===== config.mk =====
export PLATFORM = sky130hd
export DESIGN_NAME = directional_residual_overcurrent
export DESIGN_NICKNAME = d
export VERILOG_FILES = /design/src/residual_dir_pkg.sv /design/src/direction_decision.sv /design/src/directional_residual_overcurrent.sv /design/src/time_delay_stage.sv
export SDC_FILE = /design/constraint.sdc
export NUM_CORES = 2
export LEC_CHECK = 0
export BUFFER_PORTS_ARGS = -buffer_cell sky130_fd_sc_hd__clkbuf_2
export CORE_MARGIN = 2
export CORE_UTILIZATION = 40
export CTS_CLUSTER_DIAMETER = 50
export DETAILED_ROUTE_END_ITERATION = 10
export PLACE_DENSITY = 0.68
export SYNTH_ARGS = -nofsm -noshare
export SYNTH_HDL_FRONTEND = slang
export SYNTH_SLANG_ARGS = --single-unit

===== constraint.sdc =====
create_clock -name mclk -period 16.26 [get_ports mclk]
set_input_delay 3.252 -clock mclk [delete_from_list [all_inputs] [get_ports mclk]]
set_output_delay 3.252 -clock mclk [all_outputs]
set_load 0.005 [all_outputs]

===== src/residual_dir_pkg.sv =====
// Purpose: Shared constants and types for the directional residual overcurrent block
// Assumes: Phasor front end delivers fixed-point values on the system clock
// Notes:   Timing counts derive from the 125 MHz processing clock
package residual_dir_pkg;
    // Data widths
    localparam int PHASOR_W      = 16;               // Phasor component width
    localparam int COEF_FRAC     = 15;               // Fraction bits of Q15 coefficients
    localparam int DELAY_W       = 16;               // Delay setting width in ms
    // Projection onto the 45 and 225 degree lines, 1/sqrt(2) in Q15
    localparam logic [15:0] DIAG_COEF = 16'h5a82;
    // Clock and timing
    localparam int CLK_PERIOD_NS = 8;                // Period of mclk
    localparam int MS_IN_NS      = 1000000;          // One millisecond
    localparam int CYC_PER_MS    = MS_IN_NS / CLK_PERIOD_NS;
    localparam logic [DELAY_W-1:0] DEF_DELAY_MS = 16'h0064; // Default definite delay, 100 ms
    // Threshold settings in percent of rated values
    localparam int MIN_V_MIN_PCT = 1;                // Min residual voltage range low
    localparam int MIN_V_MAX_PCT = 20;               // Min residual voltage range high
    localparam int MIN_V_DEF_PCT = 2;                // Min residual voltage default
    localparam int MIN_I_MIN_PCT = 1;                // Min residual current range low
    localparam int MIN_I_MAX_PCT = 50;               // Min residual current range high
    localparam int MIN_I_DEF_PCT = 5;                // Min residual current default
    localparam int PICKUP_DEF_PCT = 50;              // Pickup current default
    // Direction modes
    typedef enum logic [3:0] {
        DIR_NONDIR,
        DIR_FWD_ANGLE,
        DIR_BWD_ANGLE,
        DIR_FWD_COS,
        DIR_BWD_COS,
        DIR_FWD_SIN,
        DIR_BWD_SIN,
        DIR_FWD_SIN45,
        DIR_BWD_SIN45
    } dir_mode_t;
    localparam dir_mode_t DIR_DEFAULT = DIR_FWD_ANGLE; // Mode after setup
endpackage


===== src/direction_decision.sv =====
// Purpose: Registered pickup decision for the selected direction mode
// Assumes: Current phasor angle is referred to the polarising residual voltage
// Notes:   Pickup and sector comparisons use a common Q15-scaled signed domain; floor checks compare raw magnitudes
`timescale 1ns/1ns
`default_nettype none
module direction_decision
    import residual_dir_pkg::*;
#(
    parameter int W = PHASOR_W
)(
    input  wire logic                mclk,
    input  wire logic                rst,
    input  wire dir_mode_t           direction_select,     // Mode setting
    input  wire logic signed [W-1:0] cur_re,               // |3Io|*cos(fi)
    input  wire logic signed [W-1:0] cur_im,               // |3Io|*sin(fi)
    input  wire logic        [W-1:0] cur_mag,              // |3Io|
    input  wire logic        [W-1:0] volt_mag,             // |3Uo|
    input  wire logic        [W-1:0] pickup_current,       // Start current
    input  wire logic        [W-1:0] min_residual_current, // Operation floor
    input  wire logic        [W-1:0] min_residual_voltage, // Directionality floor
    input  wire logic signed [15:0]  rca_cos,              // Cos of characteristic angle
    input  wire logic signed [15:0]  rca_sin,              // Sin of characteristic angle
    input  wire logic        [15:0]  roa_cos,              // Cos of operating half angle
    output logic                     cond                  // Pickup condition met
);
    localparam int P = 2*W+2;                 // Working width

    logic signed [P-1:0] re_q;                // Real part scaled
    logic signed [P-1:0] im_q;                // Imag part scaled
    logic signed [P-1:0] diag_q;              // Projection on 45 degree line
    logic signed [P-1:0] pick_q;              // Pickup scaled
    logic signed [P-1:0] mag_q;               // Magnitude scaled
    logic signed [P-1:0] proj_q;              // Projection on characteristic line
    logic signed [P-1:0] lim_q;               // Boundary of the operate sector
    logic                volt_ok;             // Voltage above its floor
    logic                curr_ok;             // Current not below its floor
    logic                next_cond;           // Unregistered decision

    // Scaled operands
    always_comb
    begin
        re_q   = P'(cur_re) <<< COEF_FRAC;
        im_q   = P'(cur_im) <<< COEF_FRAC;
        diag_q = (P'(cur_re) + P'(cur_im)) * $signed(P'(DIAG_COEF));
        pick_q = $signed(P'(pickup_current)) <<< COEF_FRAC;
        mag_q  = $signed(P'(cur_mag)) <<< COEF_FRAC;
        proj_q = P'(cur_re) * P'(rca_cos) + P'(cur_im) * P'(rca_sin);
        lim_q  = $signed(P'(cur_mag)) * $signed(P'(roa_cos));
    end

    // Mode decision
    always_comb
    begin
        volt_ok = volt_mag > min_residual_voltage;
        curr_ok = cur_mag >= min_residual_current;
        case (direction_select)
            DIR_NONDIR:    next_cond = mag_q > pick_q;
            DIR_FWD_ANGLE: next_cond = volt_ok && proj_q > lim_q
                                       && mag_q > pick_q;
            DIR_BWD_ANGLE: next_cond = volt_ok && -proj_q > lim_q
                                       && mag_q > pick_q;
            DIR_FWD_COS:   next_cond = volt_ok && re_q > pick_q;
            DIR_BWD_COS:   next_cond = volt_ok && -re_q > pick_q;
            DIR_FWD_SIN:   next_cond = volt_ok && im_q > pick_q;
            DIR_BWD_SIN:   next_cond = volt_ok && -im_q > pick_q;
            DIR_FWD_SIN45: next_cond = volt_ok && diag_q > pick_q;
            DIR_BWD_SIN45: next_cond = volt_ok && -diag_q > pick_q;
            default:       next_cond = 1'b0;
        endcase
        next_cond = next_cond && curr_ok;
    end

    // Decision register
    always_ff @(posedge mclk)
    begin
        if (rst)
            cond <= 1'b0;
        else
            cond <= next_cond;
    end
endmodule // direction_decision
`default_nettype wire


===== src/directional_residual_overcurrent.sv =====
// Purpose: Directional residual overcurrent start and trip decision
// Assumes: Settings are static ports already scaled to phasor units
// Notes:   Inverse-time curves are not provided; only the definite delay
// Notes on behaviour
// - Start flag follows met pickup conditions
// - Trip flag carries the function's trip command
// - Block input suppresses start and trip
// - Current phasor must lie in operate region
// - Angle modes need magnitude above pickup
// - Directional modes need voltage above minimum
// - Forward cosine: real projection above pickup
// - Backward cosine: negative real projection above pickup
// - Forward sine: imaginary projection above pickup
// - Backward sine: negative imaginary projection above pickup
// - Forward 45: projection on 45 line above pickup
// - Backward 45: projection on 225 line above pickup
// - Nine direction modes, forward angle default
// - Low residual voltage forbids directional decisions
// - Low residual current forbids any operation
`timescale 1ns/1ns
`default_nettype none
module directional_residual_overcurrent
    import residual_dir_pkg::*;
#(
    parameter int W      = PHASOR_W,
    parameter int CYC_MS = CYC_PER_MS           // Cycles in one millisecond
)(
    input  wire logic                mclk,
    input  wire logic                rst,
    input  wire logic                block_input,          // Suppresses the function
    input  wire dir_mode_t           direction_select,     // Direction mode
    input  wire logic signed [W-1:0] cur_re,               // Residual current real part
    input  wire logic signed [W-1:0] cur_im,               // Residual current imag part
    input  wire logic        [W-1:0] cur_mag,              // Residual current magnitude
    input  wire logic        [W-1:0] volt_mag,             // Residual voltage magnitude
    input  wire logic        [W-1:0] pickup_current,       // Start current
    input  wire logic        [W-1:0] min_residual_current, // Current floor
    input  wire logic        [W-1:0] min_residual_voltage, // Voltage floor
    input  wire logic signed [15:0]  rca_cos,              // Characteristic angle cosine
    input  wire logic signed [15:0]  rca_sin,              // Characteristic angle sine
    input  wire logic        [15:0]  roa_cos,              // Operating half angle cosine
    input  wire logic [DELAY_W-1:0]  delay_ms,             // Definite delay in ms
    output logic                     general_start_flag,   // Start indication
    output logic                     general_trip_flag     // Trip command
);
    logic cond;                                 // Pickup met, one cycle late
    logic run;                                  // Start condition unblocked
    logic done;                                 // Delay elapsed

    // Pickup decision per mode
    direction_decision #(
        .W                   (W)
    ) u_decision (
        .mclk                (mclk),
        .rst                 (rst),
        .direction_select    (direction_select),
        .cur_re              (cur_re),
        .cur_im              (cur_im),
        .cur_mag             (cur_mag),
        .volt_mag            (volt_mag),
        .pickup_current      (pickup_current),
        .min_residual_current(min_residual_current),
        .min_residual_voltage(min_residual_voltage),
        .rca_cos             (rca_cos),
        .rca_sin             (rca_sin),
        .roa_cos             (roa_cos),
        .cond                (cond)
    );

    // Start gated by the block input
    assign run = cond && !block_input;

    // Definite delay toward trip
    time_delay_stage #(
        .CYC_MS              (CYC_MS)
    ) u_delay (
        .mclk                (mclk),
        .rst                 (rst),
        .run                 (run),
        .delay_ms            (delay_ms),
        .done                (done)
    );

    // Start flag register
    always_ff @(posedge mclk)
    begin
        if (rst)
            general_start_flag <= 1'b0;
        else
            general_start_flag <= run;
    end

    // Trip flag register
    always_ff @(posedge mclk)
    begin
        if (rst)
            general_trip_flag <= 1'b0;
        else
            general_trip_flag <= run && done;
    end

    // Helper: length of the current unbroken start run
    logic [31:0] run_len;                       // Cycles start has held
    always_ff @(posedge mclk)
    begin
        if (rst || !run)
            run_len <= '0;
        else if (run_len != 32'hffffffff)
            run_len <= run_len + 32'h1;
    end
endmodule // directional_residual_overcurrent
`default_nettype wire


===== src/time_delay_stage.sv =====
// Purpose: Definite time delay counted in milliseconds
// Assumes: Run input is a registered start condition
// Notes:   Counters clear as soon as run falls, so trip drops with start
`timescale 1ns/1ns
`default_nettype none
module time_delay_stage
    import residual_dir_pkg::*;
#(
    parameter int CYC_MS = CYC_PER_MS
)(
    input  wire logic               mclk,
    input  wire logic               rst,
    input  wire logic               run,        // Start condition held
    input  wire logic [DELAY_W-1:0] delay_ms,   // Delay setting
    output logic                    done        // Delay elapsed
);
    logic [31:0]        pre;                    // Cycles within one ms
    logic [DELAY_W-1:0] ms;                     // Elapsed milliseconds
    logic               tick;                   // Last cycle of a ms

    assign tick = pre == 32'(CYC_MS - 1);

    // Prescaler and ms counter
    always_ff @(posedge mclk)
    begin
        if (rst || !run)
        begin
            pre <= '0;
            ms  <= '0;
        end
        else if (!done)
        begin
            pre <= tick ? '0 : pre + 32'h1;
            if (tick)
                ms <= ms + 16'h1;
        end
    end

    // Elapsed flag
    always_ff @(posedge mclk)
    begin
        if (rst || !run)
            done <= 1'b0;
        else if (tick && (17'(ms) + 17'h1 >= 17'(delay_ms)))
            done <= 1'b1;
    end
endmodule // time_delay_stage
`default_nettype wire

Word-level counts from Yosys, hierarchy flattened
Cells that the tools add are included.

Output and inout bits: 2. Word-level logic and storage cells: 62. Register bits: 52.

Bitwise logic cells: 1. Reduce and logical (&&, ||, !) cells: 19. Equality and inequality tests: 9. Mux-type cells: 2. Multiply operators: 4. Magnitude comparators: 12. Add/sub/neg operators: 9.

Operators with widths (number): > comparator 34 x 32 -> 1 bit (4); multiplier 16 x 16 -> 32 bit (3); > comparator 34 bit (2); negation 31 -> 34 bit (2); negation 34 bit (2); > comparator 31 x 32 -> 1 bit (2); adder 34 bit (1); multiplier 34 x 15 -> 33 bit (second input constant) (1); adder 32 x 1 -> 32 bit (second input constant) (1); == test 32 x 17 -> 1 bit (second input constant) (1); 2-to-1 mux 32 bit (1); > comparator 31 bit (1); adder 16 x 1 -> 17 bit (second input constant) (1); adder 16 x 16 -> 17 bit (1); >= comparator 17 x 16 -> 1 bit (1); adder 16 x 1 -> 16 bit (second input constant) (1); == test 4 x 3 -> 1 bit (second input constant) (4); >= comparator 16 bit (1); > comparator 16 bit (1); logical AND 1 bit (14); case mux 1 bit (9 select lines) (1); == test 4 x 2 -> 1 bit (second input constant) (2); == test 4 x 1 -> 1 bit (second input constant) (1); == test 4 bit (second input constant) (1); 5 further kinds (6).

Longest topological paths before layout
Depth after elaboration: 8. Mapped depth: 47. Mapped depth without buffers: 44.

Modules after synthesis
Synthesis repeated with hierarchy kept, for this count alone.

Cell total of the unflattened synthesis: 4922. Area, all modules: 43083.8 um^2.

By module, submodules not included: direction_decision (instances 1, seq. area each 20.0 um^2, cells each 4571, area an instance 40139.7 um^2); time_delay_stage (instances 1, seq. area each 980.9 um^2, cells each 346, area an instance 2875.3 um^2); directional_residual_overcurrent (instances 1, seq. area each 40.0 um^2, cells each 5, area an instance 68.8 um^2).

Least setup slack after synthesis
Ideal clock, no wire load.

Kind: input to register. Start: input port cur_re[8]. End: register u_decision.cond. Path slack: 2.971 ns. Data arrival time: 13.170 ns. Data required time: 16.140 ns. Setup time: 0.120 ns. Cell stages on the path: 45. Path through: clkbuf_1 -> clkbuf_1 -> nand2_1 -> fa_1 -> fa_1 -> fa_1 -> fa_1 -> inv_1 -> fa_1 -> inv_1 -> fa_1 -> inv_1 -> ha_1 -> a21o_1 -> a21oi_1 -> nor2b_1 -> inv_1 -> nor4_1 -> (+9 left out) -> nand3_1 -> o22ai_1 -> xor2_1 -> or4bb_1 -> or3_4 -> nor4_1 -> xnor2_1 -> ha_1 -> a21o_1 -> a21o_1 -> a21oi_1 -> nand2_1 -> a21oi_1 -> nor2b_1 -> o22ai_1 -> a21oi_1 -> o2111a_1 -> o31a_1.

Word-level cells in the longest chain between the ends: 8. Elaborated cells between the ends (all ways): 23. Those cells by class: add/sub (5); mul (2); order compare (6); mux (1); reduce/logical (9).

RTL lines: start: declaration (line directional_residual_overcurrent.sv:32) `input wire logic signed [W-1:0] cur_re,`; branches (longest 6 deep; another with multiplier 34 x 15 -> 33 bit); case mux 1 bit (9 select lines) (*) (line direction_decision.sv:56) `case (direction_select)`; logical AND 1 bit (*) (line direction_decision.sv:70) `next_cond = next_cond && curr_ok;`; end signal: assignment (line direction_decision.sv:79) `cond <= next_cond;`; end: declaration (line direction_decision.sv:24) `output logic cond`.

Every way passes the cells marked *. A chain may end at the register's enable or synchronous reset.

Final worst setup path
Start: input port cur_re[5]. End: register u_decision.cond.

Same word-level chain as after synthesis.

==> out/qor.txt <==
slack of the worst reg-to-reg path -> 12,870 ps
Clock Skew -> 16.48 ps
fraction of layout cells with a size suffix above 1 -> 4.834%
DR vias/cell -> 5.230
Core Box Area -> 0.1102 mm²
Clk Tree Root Cell -> clkbuf_16
reg2reg end -> u_delay.pre[10]$_SDFFE_PP0N_
CP startpoint -> cur_re[5]
Syn Inst Count -> 5,190
Syn Nets -> 6,834
Die Area -> 0.1133 mm²
vias in the first global route -> 36,530
Worst-Margin Slew -> 1153 ps
first-pass GRT wire length -> 194.6 mm
RSZ-0062 raised after global routing -> false
TritonCTS Buffers -> 5
Worst setup EP type -> flop
async set-or-reset flop fraction in the synthesized netlist -> 0%
# placed instances -> 6,714
wire per inst -> 17.71 µm
Iter 0 DRT Violations -> 1,984
Max Cap Viol -> 0
flops & latches, synth -> 52
initial antenna violation count -> 14
Mapped Area -> 0.04426 mm²
Fin Setup TNS -> 0 ps
status -> complete, no violations
FILL cells -> 11,100
Overflow after GRT -> 0
Clk pin slew, worst setup/hold paths -> 90 ps
number of synthesized flops with an enable pin -> 0
top sig layer -> met5
Max Clk Rate -> 71.11 MHz
Clock Tree Buf Depth -> 2
CTS sink cnt -> 52
met2 routed WL -> 56.15 mm
initial core utilization -> 40.16%
sequential fraction of the synthesis area -> 2.352%
R2R cell count -> 7
Top Ports -> 185
Crit-path slowest cell -> fa_1
fin area -> 0.04666 mm²
drt drc -> 0
final non-filler cell total -> 6,725
Die Span Y -> 336.6 µm
RD Place Congestion -> 0.9124
min Tclk post-route -> 14,060 ps
fin. max-slew vios -> 0
critical path class -> primary input to flop
dpl hpwl -> 97.96 mm
Final Setup Violations -> 0
CP Data Arrival Time -> 14,260 ps
hold path cells -> 2
drt pass-1 iters -> 6
layout net count -> 6,877
final period utilization -> 86.49%
Primary FF master, synth -> dfxtp_1
PostCTS Resize Cnt -> 0
Worst Hold Class -> flop to flop
clock latency on the worst-skew pair -> 300 ps
die width -> 336.6 µm
Fin. Hold Viols -> 0
port bufs -> 184
DRT Wirelength -> 119.1 mm
largest net degree at the start of global routing -> 32
Setup crit end -> u_decision.cond$_SDFF_PP0_
CP max FO -> 20
total track usage -> 21.34%
Post-CTS Hold Buffers -> 0
Placed Area -> 0.04650 mm²
Post-CTS Setup Inserts -> 0
warnings from Yosys -> 0
Startpoint Class -> primary input
row count -> 122
htree depth -> 2
Antenna Nets Post-Route -> 0
Mapped Avg Cell Area -> 8.527 µm²
Layout Area Growth over Synthesis -> 5.428%
routed vias -> 35,170
Cell variety after synth -> 98
Max stage delay on crit path -> 570 ps
met3 WL -> 6.790 mm
Crit path required time -> 16,460 ps
Reg2Reg Launch Point -> u_delay.pre[12]$_SDFFE_PP0N_
CTS tree -> built
met1 WL -> 52.69 mm
max_slew headroom -> 23.11%
worst min path at each step:
stage	start	end	slack [ps]
2_1_floorplan	u_decision.cond$_SDFF_PP0_	general_start_flag$_SDFF_PP0_	440
3_3_place_gp	u_delay.pre[22]$_SDFFE_PP0N_	u_delay.pre[22]$_SDFFE_PP0N_	490
3_5_place_dp	u_delay.pre[20]$_SDFFE_PP0N_	u_delay.pre[20]$_SDFFE_PP0N_	490
4_1_cts	u_delay.pre[20]$_SDFFE_PP0N_	u_delay.pre[20]$_SDFFE_PP0N_	510
5_1_grt	u_delay.pre[15]$_SDFFE_PP0N_	u_delay.pre[15]$_SDFFE_PP0N_	540
6_report	u_delay.pre[20]$_SDFFE_PP0N_	u_delay.pre[20]$_SDFFE_PP0N_	510
area by class of cell:
class / count / area, µm² / area share (%)
Multi-Input combinational cell: 3925 / 38650 / 82.83
Sequential cell: 52 / 1041 / 2.231
Inverter: 1057 / 3968 / 8.503
Tap cell: 1488 / 1862 / 3.990
Timing Repair Buffer: 192 / 980.9 / 2.102
Clock inverter: 3 / 27.53 / 0.05900
Antenna cell: 3 / 7.507 / 0.01609
Clock buffer: 5 / 125.1 / 0.2682
cell usage after synthesis, drive strengths merged, types with 8 or more instances:
cell	count	area share, %
or2	13	0.19
a2111oi	13	0.29
or4	9	0.17
dfxtp	52	2.4
or3	22	0.32
o2111ai	8	0.16
o211ai	14	0.24
nor3	63	0.72
nor2b	52	0.74
o31a	8	0.16
buf	8	0.10
and4	12	0.24
nand4	48	0.68
fa	783	35
nor3b	14	0.25
nand3b	12	0.20
o21a	46	0.78
a21oi	177	2.1
nand2b	54	0.76
inv	1057	9.0
ha	678	19
a211oi	20	0.38
a31oi	13	0.18
and2	337	4.8
nor4	34	0.54
a21boi	10	0.17
o21ai	124	1.4
nand3	64	0.72
xor2	110	2.2
o21bai	20	0.34
and3	40	0.59
clkbuf	148	1.3
a21o	100	1.7
nand2	552	4.7
xnor2	154	3.1
nor2	216	1.8
critical path, delay by kind of cell:
family	cells	cell delay, ps
buffers and inverters	6	660
AND/OR/NAND/NOR	11	2810
XOR/XNOR	3	470
adder cells (fa/ha/maj)	9	4100
AO/OA/AOI/OAI	15	2960
through the flow:
| step | hold WS (ps) | utilization, % | setup slack (ps) |
|---|---|---|---|
| detailed placement | 494.9 | 42.19 | 1997 |
| CTS | 507.4 | 42.33 | 2303 |
| floorplan | 438.6 | - | 2971 |
| global route | 541.5 | 42.33 | 1584 |
| global placement | 486.4 | 42.19 | 2199 |
| finish | 505.8 | 42.34 | 2196 |
cell usage in the layout (no fill, tap or decap), types with 9 or more instances in the layout:
| cell | netlist | final |
|---|---|---|
| xnor2_1 | 153 | 153 |
| nand3b_1 | 12 | 12 |
| o21bai_1 | 20 | 20 |
| or2_2 | 9 | 9 |
| fa_1 | 783 | 783 |
| a211oi_1 | 18 | 18 |
| nand2_1 | 551 | 551 |
| o21ai_0 | 118 | 118 |
| nor3b_1 | 13 | 13 |
| and2_1 | 337 | 337 |
| a21oi_1 | 173 | 173 |
| and3_1 | 38 | 38 |
| xor2_1 | 110 | 110 |
| a21boi_0 | 10 | 10 |
| a31oi_1 | 13 | 13 |
| inv_1 | 1057 | 1057 |
| o21a_1 | 46 | 46 |
| a21o_1 | 100 | 100 |
| clkbuf_2 | 0 | 184 |
| and4_1 | 12 | 12 |
| nand3_1 | 64 | 64 |
| nor2_1 | 216 | 216 |
| a2111oi_0 | 10 | 10 |
| dfxtp_1 | 52 | 52 |
| nand4_1 | 48 | 48 |
| nor2b_1 | 52 | 52 |
| or3_1 | 21 | 21 |
| ha_1 | 678 | 678 |
| nor4_1 | 31 | 31 |
| o211ai_1 | 14 | 14 |
| nor3_1 | 62 | 62 |
| nand2b_1 | 54 | 54 |
flip-flops by register name, indices dropped and copies added, names as in the netlist:
| name | cells |
|---|---|
| u_delay.pre | 32 |
| u_delay.ms | 16 |
| general_start_flag | 1 |
| general_trip_flag | 1 |
| u_decision.cond | 1 |
| u_delay.done | 1 |
layer usage:
layer | vias up | GRT usage, %
met5 | - | 0
met4 | 18 | 5.300
met3 | 206 | 2.180
met2 | 974 | 36.15
met1 | 17450 | 29.17
li1 | 16530 | -
cell families (layout without fill, tap and decap cells):
logic type | count (synthesis) | after routing | share of synthesized area (%)
fa+ha+maj | 1461 | 1461 | 54.59
mux | 6 | 6 | 0.1442
simple gates | 1561 | 1561 | 17.83
other cells | 0 | 3 | 0
buf+inv | 1213 | 1257 | 10.32
xor+xnor | 264 | 264 | 5.242
flops | 52 | 52 | 2.352
compound gates | 633 | 633 | 9.528
Power is left out: the tool's default activity adds up to more than one toggle a clock period on the data nets, which glitch-free logic cannot reach.
